===== src/shared/tqprm_pkg.sv =====
// Constants for the transmit queue to port routing map.
// Assumes a 32-bit Avalon-MM register bus with byte addresses.
package tqprm_pkg;

  // ----------------------------------------------------------------
  // Register indices, byte address is four times the index
  // ----------------------------------------------------------------
  localparam logic [15:0] REG_IDX_ROUTE_TOP       = 16'h0178;
  localparam logic [15:0] REG_IDX_ROUTE_UPPER_MID = 16'h017a;
  localparam logic [15:0] REG_IDX_ROUTE_LOWER_MID = 16'h017c;
  localparam logic [15:0] REG_IDX_ROUTE_BOTTOM    = 16'h017e;
  localparam logic [15:0] REG_IDX_PORT_CONFIG     = 16'h0180;
  localparam logic [15:0] REG_IDX_MAP_STATUS      = 16'h0181;

  // ----------------------------------------------------------------
  // Reset values and field layout
  // ----------------------------------------------------------------
  localparam logic [15:0] ROUTE_RESET       = 16'h0000;
  localparam logic [1:0]  MODE_RESET        = 2'h0;
  localparam logic        FULL_GROUP_RESET  = 1'b0;
  localparam int          CFG_MODE_LSB      = 0;
  localparam int          CFG_FULL_GROUP    = 4;
  localparam int          STATUS_COUNT_LSB  = 0;

  // ----------------------------------------------------------------
  // Port configuration modes
  // ----------------------------------------------------------------
  localparam logic [1:0]  MODE_PORTS_8      = 2'h0;
  localparam logic [1:0]  MODE_PORTS_16     = 2'h1;
  localparam logic [1:0]  MODE_PORTS_32     = 2'h2;

  // ----------------------------------------------------------------
  // Map geometry and bus answers
  // ----------------------------------------------------------------
  localparam int          NUM_QUEUES        = 64;
  localparam int          QUEUES_PER_REG    = 16;
  localparam int          QUEUES_PER_GROUP  = 4;
  localparam int          HALF_QUEUES       = 32;
  localparam int          PORT_W            = 5;
  localparam int          COUNT_W           = 7;
  localparam logic [1:0]  RESP_OKAY         = 2'h0;
  localparam logic [1:0]  RESP_DECODE_ERROR = 2'h3;

endpackage : tqprm_pkg


===== src/hdl/tqprm_top.sv =====
// Register bank and decoder mapping 64 egress queues onto transmit ports.
// Assumes an Avalon-MM master on core_clk and a queuing engine reading the map.
//
// Register access over Avalon-MM is this design's own decision.
`timescale 1ns/1ps
module tqprm_top #(
  parameter int ADDR_W = 12
) (
  // Clock and reset
  input  wire logic                                                core_clk,
  input  wire logic                                                rst_n,
  // Avalon-MM slave
  input  wire logic [ADDR_W-1:0]                                   address,
  input  wire logic                                                read,
  input  wire logic                                                write,
  input  wire logic [31:0]                                         writedata,
  input  wire logic [3:0]                                          byteenable,
  output logic      [31:0]                                         readdata,
  output logic      [1:0]                                          response,
  output logic                                                     waitrequest,
  // Queue to port map
  output logic      [tqprm_pkg::NUM_QUEUES*tqprm_pkg::PORT_W-1:0]  queuePort,
  output logic      [tqprm_pkg::NUM_QUEUES-1:0]                    queueValid
);

  // ----------------------------------------------------------------
  // Helper functions
  // ----------------------------------------------------------------
  // Byte-lane merge for the 16-bit registers; the upper lanes are ignored.
  function automatic logic [15:0] mergeBytes(input logic [15:0] old, input logic [31:0] data,
                                             input logic [3:0] be);
    logic [15:0] res;
    res = old;
    if (be[0]) begin
      res[7:0] = data[7:0];
    end
    if (be[1]) begin
      res[15:8] = data[15:8];
    end
    return res;
  endfunction : mergeBytes

  // Compares a byte address with a register index, so misaligned addresses never hit.
  function automatic logic hitIndex(input logic [ADDR_W-1:0] addr, input logic [15:0] idx);
    logic [ADDR_W+1:0] byteAddr;
    byteAddr = {idx[ADDR_W-1:0], 2'b00};
    return ({2'b00, addr} == byteAddr);
  endfunction : hitIndex

  // Population count of the valid map for the status word.
  function automatic logic [tqprm_pkg::COUNT_W-1:0] countOnes(input logic [tqprm_pkg::NUM_QUEUES-1:0] v);
    logic [tqprm_pkg::COUNT_W-1:0] n;
    n = '0;
    for (int i = 0; i < tqprm_pkg::NUM_QUEUES; i++) begin
      n = n + {6'h00, v[i]};
    end
    return n;
  endfunction : countOnes

  // ----------------------------------------------------------------
  // Registers
  // ----------------------------------------------------------------
  logic [15:0]                    routeBottomFf;
  logic [15:0]                    routeLowerMidFf;
  logic [15:0]                    routeUpperMidFf;
  logic [15:0]                    routeTopFf;
  logic [1:0]                     portModeFf;
  logic                           fullGroupFf;
  logic                           ackFf;
  logic [31:0]                    readdataFf;
  logic [1:0]                     responseFf;
  logic [tqprm_pkg::NUM_QUEUES-1:0] routeAll;

  // One select per register; an unmapped address matches none of them.
  logic selBottom;
  logic selLowerMid;
  logic selUpperMid;
  logic selTop;
  logic selConfig;
  logic selStatus;
  logic doWrite;

  assign selBottom   = hitIndex(address, tqprm_pkg::REG_IDX_ROUTE_BOTTOM);
  assign selLowerMid = hitIndex(address, tqprm_pkg::REG_IDX_ROUTE_LOWER_MID);
  assign selUpperMid = hitIndex(address, tqprm_pkg::REG_IDX_ROUTE_UPPER_MID);
  assign selTop      = hitIndex(address, tqprm_pkg::REG_IDX_ROUTE_TOP);
  assign selConfig   = hitIndex(address, tqprm_pkg::REG_IDX_PORT_CONFIG);
  assign selStatus   = hitIndex(address, tqprm_pkg::REG_IDX_MAP_STATUS);

  // ----------------------------------------------------------------
  // Bus handshake
  // ----------------------------------------------------------------
  // Every access stalls exactly one cycle so that read data come from a flop.
  // A write lands on the completing edge, so the map moves in the cycle after it.
  assign waitrequest = (read | write) & ~ackFf;
  assign doWrite     = write & ackFf;
  assign readdata    = readdataFf;
  assign response    = responseFf;

  always_ff @(posedge core_clk or negedge rst_n) begin
    if (!rst_n) begin
      ackFf <= 1'b0;
    end else begin
      ackFf <= (read | write) & ~ackFf;
    end
  end

  // ----------------------------------------------------------------
  // Routing registers
  // ----------------------------------------------------------------
  // Only byte lanes 0 and 1 carry routing bits; lanes 2 and 3 are dropped.
  always_ff @(posedge core_clk or negedge rst_n) begin
    if (!rst_n) begin
      routeBottomFf <= tqprm_pkg::ROUTE_RESET;
    end else if (doWrite && selBottom) begin
      routeBottomFf <= mergeBytes(routeBottomFf, writedata, byteenable);
    end
  end

  always_ff @(posedge core_clk or negedge rst_n) begin
    if (!rst_n) begin
      routeLowerMidFf <= tqprm_pkg::ROUTE_RESET;
    end else if (doWrite && selLowerMid) begin
      routeLowerMidFf <= mergeBytes(routeLowerMidFf, writedata, byteenable);
    end
  end

  always_ff @(posedge core_clk or negedge rst_n) begin
    if (!rst_n) begin
      routeUpperMidFf <= tqprm_pkg::ROUTE_RESET;
    end else if (doWrite && selUpperMid) begin
      routeUpperMidFf <= mergeBytes(routeUpperMidFf, writedata, byteenable);
    end
  end

  always_ff @(posedge core_clk or negedge rst_n) begin
    if (!rst_n) begin
      routeTopFf <= tqprm_pkg::ROUTE_RESET;
    end else if (doWrite && selTop) begin
      routeTopFf <= mergeBytes(routeTopFf, writedata, byteenable);
    end
  end

  // ----------------------------------------------------------------
  // Port configuration
  // ----------------------------------------------------------------
  // Mode and full-group select share lane 0; a write without it changes neither.
  always_ff @(posedge core_clk or negedge rst_n) begin
    if (!rst_n) begin
      portModeFf  <= tqprm_pkg::MODE_RESET;
      fullGroupFf <= tqprm_pkg::FULL_GROUP_RESET;
    end else if (doWrite && selConfig && byteenable[0]) begin
      portModeFf  <= writedata[tqprm_pkg::CFG_MODE_LSB +: 2];
      fullGroupFf <= writedata[tqprm_pkg::CFG_FULL_GROUP];
    end
  end

  // ----------------------------------------------------------------
  // Read path
  // ----------------------------------------------------------------
  // Read data are captured in the stall cycle and stand at the completing edge.
  // The status word counts the queues that the current mode routes to a port.
  always_ff @(posedge core_clk or negedge rst_n) begin
    if (!rst_n) begin
      readdataFf <= 32'h0000_0000;
      responseFf <= tqprm_pkg::RESP_OKAY;
    end else if ((read | write) && !ackFf) begin
      readdataFf <= 32'h0000_0000;
      responseFf <= tqprm_pkg::RESP_OKAY;
      if (!read) begin
        readdataFf <= 32'h0000_0000;
      end else if (selBottom) begin
        readdataFf[15:0] <= routeBottomFf;
      end else if (selLowerMid) begin
        readdataFf[15:0] <= routeLowerMidFf;
      end else if (selUpperMid) begin
        readdataFf[15:0] <= routeUpperMidFf;
      end else if (selTop) begin
        readdataFf[15:0] <= routeTopFf;
      end else if (selConfig) begin
        readdataFf[tqprm_pkg::CFG_MODE_LSB +: 2] <= portModeFf;
        readdataFf[tqprm_pkg::CFG_FULL_GROUP]    <= fullGroupFf;
      end else if (selStatus) begin
        readdataFf[tqprm_pkg::STATUS_COUNT_LSB +: tqprm_pkg::COUNT_W] <= countOnes(queueValid);
      end else begin
        responseFf <= tqprm_pkg::RESP_DECODE_ERROR;
      end
    end
  end

  // ----------------------------------------------------------------
  // Queue to port decode
  // ----------------------------------------------------------------
  // Each instance turns one routing bit and the shared mode into a port number.
  assign routeAll = {routeTopFf, routeUpperMidFf, routeLowerMidFf, routeBottomFf};

  for (genvar q = 0; q < tqprm_pkg::NUM_QUEUES; q++) begin : gQueue
    tqprm_queue_port #(
      .QUEUE (q)
    ) uQueuePort (
      .routeBit  (routeAll[q]),
      .portMode  (portModeFf),
      .fullGroup (fullGroupFf),
      .port      (queuePort[q*tqprm_pkg::PORT_W +: tqprm_pkg::PORT_W]),
      .valid     (queueValid[q])
    );
  end

endmodule : tqprm_top


===== src/hdl/tqprm_queue_port.sv =====
// Destination port decode for one egress queue.
// Assumes routing bit and mode come from registers on the same clock.
`timescale 1ns/1ps
module tqprm_queue_port #(
  parameter int QUEUE = 0
) (
  // Configuration
  input  wire logic                          routeBit,
  input  wire logic [1:0]                    portMode,
  input  wire logic                          fullGroup,
  // Result
  output logic      [tqprm_pkg::PORT_W-1:0]  port,
  output logic                               valid
);

  localparam logic [3:0] GROUP = 4'(QUEUE / tqprm_pkg::QUEUES_PER_GROUP);
  localparam logic       UPPER = (QUEUE >= tqprm_pkg::HALF_QUEUES);

  // Queues above 31 are dropped outside 32-port mode unless 16-port mode sends whole groups to one port.
  always_comb begin
    if (portMode == tqprm_pkg::MODE_PORTS_32) begin
      port  = {GROUP, routeBit};
      valid = 1'b1;
    end else if ((portMode == tqprm_pkg::MODE_PORTS_16) && fullGroup) begin
      port  = {1'b0, GROUP};
      valid = 1'b1;
    end else begin
      port  = UPPER ? 5'h00 : {GROUP, routeBit};
      valid = !UPPER;
    end
  end

endmodule : tqprm_queue_port


===== config.mk =====
export PLATFORM = sky130hd
export DESIGN_NAME = tqprm_top
export DESIGN_NICKNAME = d
export VERILOG_FILES = /design/src/shared/tqprm_pkg.sv /design/src/hdl/tqprm_top.sv /design/src/hdl/tqprm_queue_port.sv
export SDC_FILE = /design/constraint.sdc
export NUM_CORES = 1
export LEC_CHECK = 0
export BUFFER_PORTS_ARGS = -buffer_cell sky130_fd_sc_hd__buf_2
export CORE_AREA = 3 3 184 186
export DETAILED_ROUTE_END_ITERATION = 16
export DIE_AREA = 0 0 187 189
export PLACE_DENSITY_LB_ADDON = 0.2
export SYNTH_ARGS = -nofsm -noshare
export SYNTH_HDL_FRONTEND = slang
export SYNTH_SLANG_ARGS = --single-unit

===== constraint.sdc =====
create_clock -name core_clk -period 3.9 [get_ports core_clk]
set_input_delay 0.78 -clock core_clk [delete_from_list [all_inputs] [get_ports core_clk]]
set_output_delay 0.78 -clock core_clk [all_outputs]
set_load 0.05 [all_outputs]

==> results.ini <==
[outcome]
status = completed

[clock_network]
numClockSinks = 85
cts_inserted_buffers = 9
clock_latency_ns = 0.34
postCtsHoldBufs = 0
htreeDepth = 3
path_clk_slew_ns = 0.06
cts_root_buf = clkbuf_16
ctsResizeCount = 0
clock_tree.buffer_depth = 2
cts_tree = done
cts_post_setup_buffers_inserted = 0

[hold_path]
whs_endpoint = readdata[15]
hp-class = flop to flop
hold_start = readdata[15]
hold_depth = 2

[die]
die_h_um = 189
core_area_um2 = 32500
die_w_um = 187
start_util_pct = 21.5
pin_count = 471
die-area_um2 = 35300
num_rows = 66

[placed_design]
pre_cts_ws_ns = 0.907
numPortBuffers = 308
dpl.hpwl_um = 15200
routabilityCongestion = 0.747

[synth]
netlist.area_leader.share_pct = 35.9
synth_area_um2 = 6990
ys_ff_latch = 85
postSynthAreaPerCell_um2 = 9.33
async_flop_share_pct = 100
synthTopCellsByArea = buf_4 36%, dfrtp_1 30%, mux2_2 12%, and2_1 3.0%, nand2_1 3.0%
yosys_warnings = 0
synth_ff_type = dfrtp_1
synth_top_cell_by_area = buf_4
synthCells = 749
yosysSeqAreaShare_pct = 30.4
synth_edf_count = 0
synth_cell_types = 45

[worst_setup_path]
cp.required_ns = 3.12
crit_path_end_kind = output pin
startpoint_type = flop
reg2reg_from = ackFf
timing.rr.end = routeTopFf[4]
reg2reg_slack_ns = 1.83
cp.arrival_ns = 2.21
path_max_fanout = 80
reg2reg_depth = 3
crit_type = flop to output pin

[grt]
grt_max_degree = 82
antenna_found_initial = 4
grt_pass1_wl_um = 29000
grt_usage_pct = 10.6
grt_pass1_vias = 4465
overflow = 0

[sta]
setup_viol = 0
hold_viol = 0
fin_ws_ns = 0.909
min_period_ns = 2.99
max_slew.worst_pin.slew_ns = 0.898
finalMaxSlewViolations = 0
grt_setup_unrepaired = no
clock_skew_ns = 0.00905
post-route-period-util_pct = 76.7
finalSetupTns_ns = 0
fmax_mhz = 334
slew_headroom_pct = 40.1

[drt]
routed-via-count = 4759
drt_iter0_markers = 142
routedWlPerCell_um = 15.4
firstDrtPassIters = 4
wl_um = 20300
ant_nets = 0
via_per_inst = 3.62
detail_route.drc_violations = 0

[job]
drv_cap = 0

[pwr]
total_leakage_power_nw = 4.48
powerDensity_nw_per_um2 = 300
peakVddDrop_v = 0.000162
power.total_mw = 2.23

[final_layout]
areaGrowthSynthToFinish_pct = 6.32
final_layout_size_suffix_gt1_share_pct = 49.4
final_common_cell = buf_2
fin_nets = 918
layout_common_cells = 307 x buf_2, 144 x conb_1, 85 x dfrtp_1

-- per-layer routing --
metal  share of wire [%]  vias up  track usage, %
met5                0.10        -               0
met4                 2.2        4            3.43
met3                 7.7       29            2.81
met2                  49      232            18.0
met1                  41     2272            13.1
li1                    -     2222               -
-- registers in the layout, summed over array words and instances (netlist names), 2 cells and up --
| name | count |
|---|---|
| routeBottomFf | 16 |
| readdata | 16 |
| routeLowerMidFf | 16 |
| routeTopFf | 16 |
| routeUpperMidFf | 16 |
| portModeFf | 2 |
-- worst max-delay path: stages, from the launching register on --
cell      delay, ns
dfrtp_1        0.43
and3b_2        0.23
inv_2          0.06
buf_4          0.57
nand2b_1       0.25
buf_2          0.28
-- cell families after synthesis --
group                  Yosys count  share of synthesized area [%]
AOI/OAI and AO/OA               57                           5.55
buffers and inverters          360                           37.5
DFF                             85                           30.4
muxes                           76                           12.2
other                            2                          0.107
and+or+nand+nor                169                           14.2
-- final cells by class --
cell class,instances,area [µm²]
fill,3578,25000
clock inverter,5,58.8
tap,442,553
inverter,3,11.3
multi-input combinational,446,2790
clock buffer,11,243
timing repair buffer,321,1640
sequential,85,2130
antenna,2,5.00
-- report_power, final --
part           switching, mW  internal, mW
Combinational          0.419        0.0403
Sequential           0.00514         0.885
Clock                  0.368         0.516
-- synthesized netlist by cell type, drive strengths merged, types with 3 or more instances --
cell     instances
nor2            21
nand2b          22
o22ai           10
buf            341
nand2           56
o21ai           12
nand4            4
nor2b            4
nor3            11
a21oi           12
o2111ai          3
nand3            4
dfrtp           85
and2            33
inv              3
mux2            76
o31ai            9
nor3b            4
clkbuf          16
-- stage by stage --
step	util, %	cell area [µm²]	hold WS, ns	cells
after floorplan	-	7530	0.477	891
after global placement	22.0	7130	0.462	1297
after detailed placement	22.0	7130	0.468	1297
after CTS	22.9	7430	0.485	1313
after global routing	22.9	7430	0.513	1315
final	22.9	7430	0.481	1315
-- how the worst max path moves through the flow --
stage                        startpoint                 end  slack [ns]  depth (start not counted)
after floorplan           portModeFf[0]      queuePort[185]        0.34                          5
after global placement       address[4]  routeLowerMidFf[2]        0.92                          4
after detailed placement     address[4]  routeLowerMidFf[2]        0.91                          4
after CTS                 portModeFf[0]      queuePort[110]        0.86                          5
after global routing      portModeFf[0]       queuePort[25]        0.74                          5
final                     portModeFf[0]      queuePort[110]        0.91                          5
No activity file was read; power rests on OpenSTA's default activity.
